`src/include/sgr_pkg.sv`:
```
package sgr_pkg;
  // Register byte offsets.
  localparam logic [11:0] OFF_PULL_P3_LOW  = 12'h130;
  localparam logic [11:0] OFF_PULL_P3_HIGH = 12'h134;
  localparam logic [11:0] OFF_CODEC_DET    = 12'h13c;
  localparam logic [11:0] OFF_SOC_CTRL0    = 12'h140;
  localparam logic [11:0] OFF_SOC_CTRL1    = 12'h144;
  localparam logic [11:0] OFF_SOC_CTRL2    = 12'h148;
  // Writable bit masks; other low bits are reserved and read zero.
  localparam logic [15:0] MASK_PULL        = 16'hffff;
  localparam logic [15:0] MASK_CODEC_DET   = 16'h003f;
  localparam logic [15:0] MASK_SOC_CTRL0   = 16'hfdff;
  localparam logic [15:0] MASK_SOC_CTRL1   = 16'hfcf8;
  localparam logic [15:0] MASK_SOC_CTRL2   = 16'hff8f;
  // Reset values.
  localparam logic [15:0] RST_PULL         = 16'h0000;
  localparam logic [15:0] RST_CODEC_DET    = 16'h0020;
  localparam logic [15:0] RST_SOC_CTRL0    = 16'h0120;
  localparam logic [15:0] RST_SOC_CTRL1    = 16'h0000;
  localparam logic [15:0] RST_SOC_CTRL2    = 16'h0084;
  // Detect field positions, shared by both detect registers.
  localparam int          POS_DEB_LO       = 4;
  localparam int          POS_FALL_EN      = 3;
  localparam int          POS_RISE_EN      = 2;
  localparam int          POS_FALL_PEND    = 1;
  localparam int          POS_RISE_PEND    = 0;
  // SoC control 0 fields.
  localparam int          POS_MON_START    = 6;
  localparam int          POS_MON_LOWPWR   = 7;
  localparam int          POS_FORCE_DEBUG  = 8;
  localparam int          POS_AUDIO_SRC    = 10;
  localparam int          POS_LOOPBACK     = 11;
  localparam int          POS_REMAP        = 12;
  localparam int          POS_WIDTH_SCHED  = 13;
  localparam int          POS_NARROW_MEM   = 14;
  localparam int          POS_HDMI_CLK     = 15;
  // SoC control 1 fields.
  localparam int          POS_SPI_MUX_LO   = 3;
  localparam int          POS_I2S_MUX      = 5;
  localparam int          POS_EMMC_MUX     = 6;
  localparam int          POS_PHY_CLK_TEST = 7;
  localparam int          POS_VPU_CLK      = 10;
  localparam int          POS_PHY_LANE_LO  = 11;
  localparam int          POS_CODEC_SEL    = 15;
  // SoC control 2 fields.
  localparam int          POS_SELF_REFRESH = 1;
  localparam int          POS_PHY_NORMAL   = 2;
  localparam int          POS_HOST_SEL     = 3;
  localparam int          POS_GEN3_MEM     = 7;
  localparam int          POS_IDLE_LO      = 8;
  // Boot remap target.
  localparam logic [31:0] BOOT_ROM_REMAP   = 32'h10100000;
  // Debounce times in microseconds and clock rate in kHz.
  localparam int          CLK_KHZ          = 20000;
  localparam int          DEB_T0_US        = 5000;
  localparam int          DEB_T1_US        = 15000;
  localparam int          DEB_T2_US        = 35000;
  localparam int          DEB_T3_US        = 50000;
  localparam int          DEB_C0           = DEB_T0_US * CLK_KHZ / 1000;
  localparam int          DEB_C1           = DEB_T1_US * CLK_KHZ / 1000;
  localparam int          DEB_C2           = DEB_T2_US * CLK_KHZ / 1000;
  localparam int          DEB_C3           = DEB_T3_US * CLK_KHZ / 1000;
endpackage : sgr_pkg

```
`src/design/sgr_regfile.sv`:
```
// The strobed register port was left to the implementer.
`timescale 1ns/1ns
// Function
// Mask bit n+16 high lets bit n update.
// Mask bit low keeps the bit unchanged.
// Pull registers hold two 8-bit pin groups.
// Pull bit zero enables pad pull.
// Headset debounce 5/15/35/50 ms, reset code 10.
// Codec bit 3 enables headset falling interrupt.
// Codec bit 2 enables headset rising interrupt.
// Headset pending bits cleared by writing one.
// Card debounce uses same encoding, reset 10.
// Control 0 bits 3/2 enable card edges.
// Card pending bits cleared by writing one.
// Edges set pending; enabled pending drives interrupt.
// Remap puts boot ROM at high address.
// Bit 8 forces debug pinmux, resets one.
// Bit 10 picks audio input source.
// Software sets narrow bit for 16-bit memory.
// Bits 6/7 control memory monitor and type.
// Control 1 drives PHY lane test enables.
// Bits 4:3 select serial-port pin set.
// Control 2 bits 15:8 request domain idle.
// Bit 2 keeps memory PHY normal, resets one.
// Software sets bit 7 for gen3 memory.
// Reserved bits read zero, ignore writes.
module sgr_regfile #(
  parameter int DEB_CNT0 = sgr_pkg::DEB_C0,
  parameter int DEB_CNT1 = sgr_pkg::DEB_C1,
  parameter int DEB_CNT2 = sgr_pkg::DEB_C2,
  parameter int DEB_CNT3 = sgr_pkg::DEB_C3
) (
  // Clock and reset.
  input  wire logic        i_ref_clk,
  input  wire logic        i_reset_n,
  // Register port.
  input  wire logic [11:0] i_addr,
  input  wire logic [31:0] i_wdata,
  input  wire logic        i_wr,
  input  wire logic        i_rd,
  output logic      [31:0] o_rdata,
  // Detect pins, asynchronous.
  input  wire logic        i_headset_detect,
  input  wire logic        i_card_detect,
  // Interrupts.
  output logic             o_headset_irq,
  output logic             o_card_irq,
  // Pad pull disables.
  output logic      [7:0]  o_port3_group_a_pull_dis,
  output logic      [7:0]  o_port3_group_b_pull_dis,
  output logic      [7:0]  o_port3_group_c_pull_dis,
  output logic      [7:0]  o_port3_group_d_pull_dis,
  // SoC control 0 outputs.
  output logic             o_remap,
  output logic      [31:0] o_boot_rom_base,
  output logic             o_force_debug_mux,
  output logic             o_audio_src_codec,
  output logic             o_codec_loopback,
  output logic             o_narrow_memory_enable,
  output logic             o_memory_width_sched,
  output logic             o_monitor_start,
  output logic             o_monitor_lowpower_type,
  output logic             o_hdmi_clk_sel,
  // SoC control 1 outputs.
  output logic      [3:0]  o_phy_lane_test_mode,
  output logic             o_phy_clk_test_mode,
  output logic      [1:0]  o_spi_pin_select,
  output logic             o_i2s_pin_select,
  output logic             o_emmc_pin_select,
  output logic             o_vpu_clk_sel,
  output logic             o_codec_sel,
  // SoC control 2 outputs.
  output logic      [7:0]  o_domain_idle_req,
  output logic             o_gen3_memory_select,
  output logic             o_usb_host_sel,
  output logic             o_phy_normal,
  output logic             o_self_refresh_req
);
  function automatic logic [15:0] masked(input logic [15:0] old_v, input logic [31:0] wd,
                                         input logic [15:0] keep);
    masked = (old_v & ~(wd[31:16] & keep)) | (wd[15:0] & wd[31:16] & keep);
  endfunction : masked

  function automatic logic [31:0] deb_limit(input logic [1:0] sel);
    unique case (sel)
      2'h0: deb_limit = 32'(DEB_CNT0);
      2'h1: deb_limit = 32'(DEB_CNT1);
      2'h2: deb_limit = 32'(DEB_CNT2);
      2'h3: deb_limit = 32'(DEB_CNT3);
    endcase
  endfunction : deb_limit

  logic [15:0] pull_low;
  logic [15:0] pull_high;
  logic [15:0] codec_det;
  logic [15:0] soc0;
  logic [15:0] soc1;
  logic [15:0] soc2;
  logic [1:0]  hs_sync;
  logic [1:0]  cd_sync;
  logic [1:0]  deb_state;
  logic [31:0] hs_cnt;
  logic [31:0] cd_cnt;

  wire         wr_pl   = i_wr && (i_addr == sgr_pkg::OFF_PULL_P3_LOW);
  wire         wr_ph   = i_wr && (i_addr == sgr_pkg::OFF_PULL_P3_HIGH);
  wire         wr_cd   = i_wr && (i_addr == sgr_pkg::OFF_CODEC_DET);
  wire         wr_s0   = i_wr && (i_addr == sgr_pkg::OFF_SOC_CTRL0);
  wire         wr_s1   = i_wr && (i_addr == sgr_pkg::OFF_SOC_CTRL1);
  wire         wr_s2   = i_wr && (i_addr == sgr_pkg::OFF_SOC_CTRL2);
  // Debounced levels change only after the input held for the selected time.
  wire         hs_chg  = (hs_sync[1] != deb_state[0]);
  wire         cd_chg  = (cd_sync[1] != deb_state[1]);
  wire [31:0]  hs_lim  = deb_limit(codec_det[sgr_pkg::POS_DEB_LO +: 2]);
  wire [31:0]  cd_lim  = deb_limit(soc0[sgr_pkg::POS_DEB_LO +: 2]);
  wire         hs_flip = hs_chg && (hs_cnt >= hs_lim - 32'h1);
  wire         cd_flip = cd_chg && (cd_cnt >= cd_lim - 32'h1);
  // edge pending set
  wire [1:0]   hs_set  = {hs_flip && !hs_sync[1], hs_flip && hs_sync[1]};
  wire [1:0]   cd_set  = {cd_flip && !cd_sync[1], cd_flip && cd_sync[1]};
  // write one clears
  wire [1:0]   hs_clr  = (wr_cd ? i_wdata[1:0] & i_wdata[17:16] : 2'h0);
  // write one clears
  wire [1:0]   cd_clr  = (wr_s0 ? i_wdata[1:0] & i_wdata[17:16] : 2'h0);
  // Set wins over clear so an edge in the clearing cycle is kept.
  wire [1:0]   hs_pend = (codec_det[1:0] & ~hs_clr) | hs_set;
  wire [1:0]   cd_pend = (soc0[1:0] & ~cd_clr) | cd_set;
  // masked update
  // unmasked bits hold
  // reserved masked out
  wire [15:0]  next_pl = wr_pl ? masked(pull_low, i_wdata, sgr_pkg::MASK_PULL) : pull_low;
  wire [15:0]  next_ph = wr_ph ? masked(pull_high, i_wdata, sgr_pkg::MASK_PULL) : pull_high;
  wire [15:0]  cd_base = wr_cd ? masked(codec_det, i_wdata, 16'h003c) : codec_det;
  wire [15:0]  s0_base = wr_s0 ? masked(soc0, i_wdata, sgr_pkg::MASK_SOC_CTRL0 & 16'hfffc)
                               : soc0;
  wire [15:0]  next_cd = {cd_base[15:2], hs_pend};
  wire [15:0]  next_s0 = {s0_base[15:2], cd_pend};
  wire [15:0]  next_s1 = wr_s1 ? masked(soc1, i_wdata, sgr_pkg::MASK_SOC_CTRL1) : soc1;
  wire [15:0]  next_s2 = wr_s2 ? masked(soc2, i_wdata, sgr_pkg::MASK_SOC_CTRL2) : soc2;

  wire [15:0]  rd_sel  = (i_addr == sgr_pkg::OFF_PULL_P3_LOW)  ? pull_low  :
                         (i_addr == sgr_pkg::OFF_PULL_P3_HIGH) ? pull_high :
                         (i_addr == sgr_pkg::OFF_CODEC_DET)    ? codec_det :
                         (i_addr == sgr_pkg::OFF_SOC_CTRL0)    ? soc0      :
                         (i_addr == sgr_pkg::OFF_SOC_CTRL1)    ? soc1      :
                         (i_addr == sgr_pkg::OFF_SOC_CTRL2)    ? soc2      : 16'h0000;

  always_ff @(posedge i_ref_clk) begin
    if (!i_reset_n) begin
      pull_low  <= sgr_pkg::RST_PULL;
      pull_high <= sgr_pkg::RST_PULL;
      // headset reset code
      codec_det <= sgr_pkg::RST_CODEC_DET;
      // card reset code
      soc0      <= sgr_pkg::RST_SOC_CTRL0;
      soc1      <= sgr_pkg::RST_SOC_CTRL1;
      soc2      <= sgr_pkg::RST_SOC_CTRL2;
      o_rdata   <= 32'h0;
    end else begin
      pull_low  <= next_pl;
      pull_high <= next_ph;
      codec_det <= next_cd;
      soc0      <= next_s0;
      soc1      <= next_s1;
      soc2      <= next_s2;
      // Write-mask half reads as zero; it is never stored.
      o_rdata   <= i_rd ? {16'h0000, rd_sel} : 32'h0;
    end
  end

  always_ff @(posedge i_ref_clk) begin
    if (!i_reset_n) begin
      hs_sync   <= 2'h0;
      cd_sync   <= 2'h0;
      deb_state <= 2'h0;
      hs_cnt    <= 32'h0;
      cd_cnt    <= 32'h0;
    end else begin
      hs_sync   <= {hs_sync[0], i_headset_detect};
      cd_sync   <= {cd_sync[0], i_card_detect};
      // headset debounce time
      hs_cnt    <= (hs_chg && !hs_flip) ? hs_cnt + 32'h1 : 32'h0;
      // card debounce time
      cd_cnt    <= (cd_chg && !cd_flip) ? cd_cnt + 32'h1 : 32'h0;
      deb_state <= {cd_flip ? cd_sync[1] : deb_state[1], hs_flip ? hs_sync[1] : deb_state[0]};
    end
  end

  // two groups per register
  // zero means pull enabled
  assign o_port3_group_a_pull_dis = pull_low[7:0];
  assign o_port3_group_b_pull_dis = pull_low[15:8];
  assign o_port3_group_c_pull_dis = pull_high[7:0];
  assign o_port3_group_d_pull_dis = pull_high[15:8];
  // headset fall enable
  // headset rise enable
  // enabled pending interrupt
  assign o_headset_irq = |(codec_det[1:0] & codec_det[3:2]);
  // card edge enables
  assign o_card_irq    = |(soc0[1:0] & soc0[3:2]);
  // boot remap
  assign o_remap                 = soc0[sgr_pkg::POS_REMAP];
  assign o_boot_rom_base         = soc0[sgr_pkg::POS_REMAP] ? sgr_pkg::BOOT_ROM_REMAP : 32'h0;
  // force debug mux
  assign o_force_debug_mux       = soc0[sgr_pkg::POS_FORCE_DEBUG];
  // audio source select
  assign o_audio_src_codec       = soc0[sgr_pkg::POS_AUDIO_SRC];
  assign o_codec_loopback        = soc0[sgr_pkg::POS_LOOPBACK];
  // narrow memory bits
  assign o_narrow_memory_enable  = soc0[sgr_pkg::POS_NARROW_MEM];
  assign o_memory_width_sched    = soc0[sgr_pkg::POS_WIDTH_SCHED];
  // monitor controls
  assign o_monitor_start         = soc0[sgr_pkg::POS_MON_START];
  assign o_monitor_lowpower_type = soc0[sgr_pkg::POS_MON_LOWPWR];
  assign o_hdmi_clk_sel          = soc0[sgr_pkg::POS_HDMI_CLK];
  // PHY test lanes
  assign o_phy_lane_test_mode    = soc1[sgr_pkg::POS_PHY_LANE_LO +: 4];
  assign o_phy_clk_test_mode     = soc1[sgr_pkg::POS_PHY_CLK_TEST];
  // serial pin set
  assign o_spi_pin_select        = soc1[sgr_pkg::POS_SPI_MUX_LO +: 2];
  assign o_i2s_pin_select        = soc1[sgr_pkg::POS_I2S_MUX];
  assign o_emmc_pin_select       = soc1[sgr_pkg::POS_EMMC_MUX];
  assign o_vpu_clk_sel           = soc1[sgr_pkg::POS_VPU_CLK];
  assign o_codec_sel             = soc1[sgr_pkg::POS_CODEC_SEL];
  // domain idle requests
  assign o_domain_idle_req       = soc2[sgr_pkg::POS_IDLE_LO +: 8];
  // gen3 memory bit
  assign o_gen3_memory_select    = soc2[sgr_pkg::POS_GEN3_MEM];
  assign o_usb_host_sel          = soc2[sgr_pkg::POS_HOST_SEL];
  // PHY normal bit
  assign o_phy_normal            = soc2[sgr_pkg::POS_PHY_NORMAL];
  assign o_self_refresh_req      = soc2[sgr_pkg::POS_SELF_REFRESH];
endmodule : sgr_regfile

```
`config.mk`:
```
export PLATFORM = sky130hd
export DESIGN_NAME = sgr_regfile
export DESIGN_NICKNAME = d
export VERILOG_FILES = /design/src/include/sgr_pkg.sv /design/src/design/sgr_regfile.sv
export SDC_FILE = /design/constraint.sdc
export NUM_CORES = 1
export LEC_CHECK = 0
export ABC_CLOCK_PERIOD_IN_PS = 3800
export BUFFER_PORTS_ARGS = -buffer_cell sky130_fd_sc_hd__buf_2
export CAP_MARGIN = 15
export CORE_MARGIN = 4
export CORE_UTILIZATION = 39
export CTS_CLUSTER_DIAMETER = 200
export CTS_CLUSTER_SIZE = 24
export DETAILED_ROUTE_END_ITERATION = 8
export GPL_TIMING_DRIVEN = 0
export SKIP_CTS_REPAIR_TIMING = 1
export SLEW_MARGIN = 20
export SYNTH_ARGS = -nofsm -noshare
export SYNTH_HDL_FRONTEND = slang
export SYNTH_SLANG_ARGS = --single-unit
```
`constraint.sdc`:
```
create_clock -name i_ref_clk -period 3.8 [get_ports i_ref_clk]
set_clock_uncertainty 0.05 [all_clocks]
set_input_delay 0.19 -clock i_ref_clk [delete_from_list [all_inputs] [get_ports i_ref_clk]]
set_output_delay 0.19 -clock i_ref_clk [all_outputs]
set_load 0.02 [all_outputs]
```
==> out/qor.txt, run 1 <==
Status = finished with violations
Failing checks = negative hold slack
Leading area contributor after synthesis = dfxtp_1
Min-delay worst type = in -> reg
CTS max path bufs = 2
Yosys top cell area share = 40.2%
Total Power = 0.00364 W
First-pass GRT wire length = 37.1 mm
Post-Synth XOR/XNOR Area = 4.10%
Number of vias per cell = 4.97
Post-Route M1 WL = 10.9 mm
Die width = 152 um
GRT Overall Usage = 20.3%
Largest net degree at the start of global routing = 17
#FFs+latches synth = 163
Worst hold path depth = 3
Top sig layer = met5
IO Pins = 180
LEAKAGE = 4.70 nW
Core Region = 20400 um2
CP Capture Type = flip-flop
Root Buffer = clkbuf_16
Number of synthesized flops with an enable pin = 0
Final wirelength = 24.4 mm
Hold_ws = -0.0125 ns
P&R area growth vs syn = 22.7%
Rel. slew slack = 46.1%
Met3 wire len = 1.98 mm
Compound-gate portion of the synthesized area = 7.84%
R2R depth = 10
Slew Viols, Final = 0
Final RePlAce weighted congestion = 0.845
Setup-failing EPs final = 0
Multiplexer share of the synthesized area = 9.33%
Setup TNS Final = 0 ns
I/O Buffers = 131
Clk_lat worst skew = 0.43 ns
Tcrit/Tclk final = 76.9%
DRT antenna net count = 0
Gr ovfl total = 0
Initial antenna violation count = 4
Ys flop type = dfxtp_1
Post-Syn Area per Cell = 8.77 um2
Fillers = 2001
R2r setup slk = 0.88 ns
Die H = 152 um
Ys async rst share = 0%
CTS tree = yes
Vias = 7103
Met2 wire len = 11.0 mm
Largest family of logic cells by synthesized area = simple AND/OR/NAND/NOR gates
Fin crit period = 2.92 ns
Adder-Cell Fraction of Synth Area = 6.79%
Area contributors post-synth = dfxtp_1, mux2i_1, nand2_1
Simple logic cell fraction of the synthesized area = 22.9%
H-tree Lvls = 4
CP arrival = 3.23 ns
Vias in the first global route = 6622
Peak VDD IR = 0.000228 V
Crit start category = flip-flop
Final hold viol count = 7
Seq/Total Area, Yosys = 40.2%
Achievable Freq = 342 MHz
Post-Syn Area = 8110 um2
Placed cells = 1393
Average wire per standard cell = 17.1 um
Clock transition at path regs = 0.07 ns
Req. time, crit path = 4.11 ns
Synthesis warning total = 0
FF-to-FF End = cd_cnt[7]
1st-iter DRT viols = 542
Multi-input gate area = 4390 um2
Share of layout cells above drive strength 1 = 21.2%
Num rows = 52
Worst Tran Pin Value = 0.808 ns
Layout Nets = 1238
Total CTS buffers = 17
Initial Util = 39.8%
Hold_sp = i_wdata[6]
Die area = 23200 um2
Post-route DRC = 0
Worst Path Max Fanout = 10
Synthesized instance count = 925
MaxCap Viol Count = 0
DP Wirelength = 17.5 mm
Setup CP Type = reg -> reg
Initial DRT Pass Iterations = 6
RSZ-0062 raised after global routing = false
Register area = 3260 um2
Pwr dens = 366 nW/um2
Non-filler cells, final = 1428
Yosys cell types = 60
Sink Count = 163
metal layers:
metal | vias up | global-route usage [%]
li1 | 3505 | -
met1 | 3279 | 27.5
met2 | 271 | 32.0
met3 | 42 | 4.69
met4 | 6 | 6.42
met5 | - | 0
layout make-up:
cell class              count  area share [%]
clock buffers              17            4.28
clock inverters            15            1.47
flip-flops and latches    163            32.8
well taps                 270            3.40
repair buffers            133            6.79
inverters                  23           0.868
plain buffers              98            6.24
multi-input cells         708            44.1
diodes                      1          0.0252
worst max-delay path by stage:
stage,start,slack (ns),endpoint,cells after the start
floorplan,flip-flop,1.40,cd_cnt[10],10
global placement,flip-flop,0.93,hs_cnt[20],10
detailed placement,flip-flop,0.90,cd_cnt[7],10
CTS,flip-flop,0.87,cd_cnt[7],10
global route,flip-flop,0.52,cd_cnt[19],10
finish,flip-flop,0.88,cd_cnt[7],10
Yosys cell counts, types with 8 or more instances:
library cell	instances
nand2_1	170
xnor2_1	17
and3_1	13
xor2_1	21
a21oi_1	26
ha_1	44
clkbuf_1	27
nor4_1	8
o21ai_0	10
o21ai_1	10
and2_1	10
dfxtp_1	163
inv_1	23
nand3_1	36
nor3_1	14
mux2i_1	70
nand4_1	29
buf_4	61
nor2b_1	16
nor2_1	65
layout by cell type, fill, tap and decap left out, types with 17 or more instances in the layout:
cell type,instances
nand2_1,170
xnor2_1,17
inv_1,23
a21oi_1,26
buf_2,138
mux2i_1,70
ha_1,44
clkbuf_1,27
nand4_1,29
xor2_1,21
conb_1,68
buf_4,61
nand3_1,36
nor2_1,65
clkbuf_16,17
dfxtp_1,163
critical path: stages, from the launching register on:
cell      delay, ns
dfxtp_1        0.41
inv_1          0.19
ha_1           0.24
nor3_1         0.24
ha_1           0.27
and3_1         0.18
a221o_1        0.36
a211oi_1       0.32
nand4_1        0.16
clkbuf_1       0.26
nor2_1         0.17
where the power goes:
part           switching, W  internal (W)  total, W
logic              0.000148     0.0000759  0.000224
registers        0.00000568       0.00172   0.00173
clock network      0.000770      0.000919   0.00169
total              0.000924       0.00272   0.00364
kinds of logic (layout without fill, tap and decap cells):
family,Yosys count,count (layout)
other,1,69
XOR/XNOR,38,38
multiplexers,75,75
AND/OR/NAND/NOR,389,389
buffers and inverters,121,286
flip-flops,163,163
adder cells (fa/ha/maj),44,44
AO/OA/AOI/OAI,94,94
per-stage QoR:
step / hold WS, ns / setup slack [ns] / utilization, % / instance area [um2]
after global routing: 0.00863 / 0.523 / 48.9 / 9950
after detailed placement: 0.349 / 0.898 / 45.9 / 9360
final: -0.0125 / 0.879 / 48.9 / 9950
after global placement: 0.365 / 0.932 / 45.9 / 9360
after CTS: -0.0978 / 0.866 / 48.7 / 9930
after floorplan: 0.267 / 1.40 / - / 8360
(Power assumes the default switching activity.)
==> run 2: changes to the inputs <==
--- a/config.mk
+++ b/config.mk
@@ -5,7 +5,7 @@
 export SDC_FILE = /design/constraint.sdc
 export NUM_CORES = 1
 export LEC_CHECK = 0
-export ABC_CLOCK_PERIOD_IN_PS = 3800
+export ABC_CLOCK_PERIOD_IN_PS = 2350
 export BUFFER_PORTS_ARGS = -buffer_cell sky130_fd_sc_hd__buf_2
 export CAP_MARGIN = 15
 export CORE_MARGIN = 4
==> constraint.sdc (replaced) <==
create_clock -name i_ref_clk -period 2.35 [get_ports i_ref_clk]
set_clock_uncertainty 0.05 [all_clocks]
set_input_delay 0.1175 -clock i_ref_clk [delete_from_list [all_inputs] [get_ports i_ref_clk]]
set_output_delay 0.1175 -clock i_ref_clk [all_outputs]
set_load 0.02 [all_outputs]
==> run 2 against run 1 <==
Die area did not move. First-iteration DRC count fell by 1.5%. The run ends with negative hold slack, negative setup slack left. Critical path depth rose by 1. Highest routed layer is now met4. Global-route usage fell by 0.055 points. Register-to-register slack got worse by 1.1 ns. Critical endpoint unchanged. Design area rose by 8.6%. Largest power group unchanged. Sequential power rose by 61%.
==> out/qor.txt, run 2 (synthesized netlist as in run 1, its figures left out) <==
P&R area growth vs syn = 33.2%
Slew Viols, Final = 0
Pwr dens = 547 nW/um2
Most frequent cells in the layout = nand2_1, dfxtp_1, buf_2, buf_4, mux2i_1
Initial Util = 39.8%
Failing checks = negative hold slack, negative setup slack
Largest net degree at the start of global routing = 17
Crit start category = flip-flop
GRT Overall Usage = 20.2%
Final hold viol count = 2
Root Buffer = clkbuf_16
DRT antenna net count = 0
Num rows = 52
Met3 wire len = 1.96 mm
CTS tree = yes
DP Wirelength = 17.7 mm
R2r setup slk = -0.19 ns
CP max stage cell = dfxtp_4
RSZ-0062 raised after global routing = true
Delay-heaviest family, CP = simple AND/OR/NAND/NOR gates
Worst hold path depth = 3
First-pass GRT wire length = 37.0 mm
Core Region = 20400 um2
Status = finished with violations
Initial DRT Pass Iterations = 6
1st-iter DRT viols = 534
Average wire per standard cell = 17.1 um
Setup CP Type = reg -> reg
Setup-failing EPs final = 44
Final RePlAce weighted congestion = 0.881
LEAKAGE = 4.96 nW
Req. time, crit path = 2.66 ns
Register area = 3280 um2
Slowest stage delay, CP = 0.41 ns
Setup TNS Final = -4.46 ns
Hold_ws = -0.00604 ns
Total CTS buffers = 17
Vias in the first global route = 6716
Setup WS post-layout = -0.193 ns
Multi-input gate area = 4720 um2
Final wirelength = 25.2 mm
Layout Nets = 1284
I/O Buffers = 131
Initial antenna violation count = 0
Sink Count = 163
CP Capture Type = flip-flop
Fillers = 1875
R2R depth = 11
Top sig layer = met4
Post-Route M1 WL = 10.8 mm
Ant diodes = 0
Fin crit period = 2.54 ns
H-tree Lvls = 4
Clk_lat worst skew = 0.42 ns
Bufs and invs on worst path = 2
Worst Path Max Fanout = 5
Die width = 152 um
MaxCap Viol Count = 0
CP Cell Sequence = inv_6 -> ha_4 -> nor2_4 -> nor3_4 -> ha_1 -> and3_4 -> a221o_1 -> a211oi_2 -> nand4_1 -> buf_2 -> nor2_1
Die area = 23200 um2
Met2 wire len = 11.8 mm
Post-route DRC = 0
Min-delay worst type = in -> reg
CTS max path bufs = 2
WP depth = 11
CP arrival = 2.86 ns
Number of vias per cell = 5.01
Gr ovfl total = 0
Tcrit/Tclk final = 108%
Rel. slew slack = 35.1%
Clock transition at path regs = 0.06 ns
Worst Tran Pin Value = 0.973 ns
Vias = 7373
Die H = 152 um
Peak VDD IR = 0.000404 V
Achievable Freq = 393 MHz
Commonest non-fill, non-tap cell in the layout = nand2_1
Share of layout cells above drive strength 1 = 26.4%
IO Pins = 180
==> run 2: per-stage QoR <==
step           cell area (um2)  worst slack [ns]  cells  total power, W  util [%]
6_report                 10800            -0.193   1473         0.00591      53.0
5_1_grt                  10800            -0.304   1473         0.00612      53.0
3_3_place_gp              9360            -0.418   1393         0.00321      46.0
2_1_floorplan             8370           0.00592    992         0.00308         -
4_1_cts                   9940            -0.417   1425         0.00591      48.8
3_5_place_dp              9360            -0.397   1393         0.00321      46.0
==> run 2: power by group <==
group	internal, W	switching (W)	total, W
clock	0.00149	0.00123	0.00271
combinational	0.000156	0.000251	0.000407
sequential	0.00278	0.00000937	0.00279
==> run 2: final timing paths <==
kind                              endpoint  startpoint
worst max-delay path             cd_cnt[7]   flip-flop
worst min-delay path             flip-flop  i_wdata[4]
worst max register to register   cd_cnt[7]   flip-flop
worst min register to register  hs_sync[1]  hs_sync[0]
==> run 2: cell type report <==
cell class | count | area share, %
Buffer | 98 | 6.18
Clock buffer | 17 | 3.94
Clock inverter | 15 | 1.37
Inverter | 23 | 0.984
Multi-Input combinational cell | 708 | 43.7
Sequential cell | 163 | 30.3
Tap cell | 270 | 3.13
Timing Repair Buffer | 179 | 10.4
==> run 2: per-layer routing <==
layer,up-vias,track usage [%]
met5,-,0
met4,0,6.55
met2,284,32.5
met1,3447,26.7
met3,40,5.14
li1,3602,-
==> run 2: tightest hold or removal path, delay by kind of cell <==
family | cells | cell delay (ns)
buffers and inverters | 1 | 0.13
AO/OA/AOI/OAI | 1 | 0.12
AND/OR/NAND/NOR | 1 | 0.06
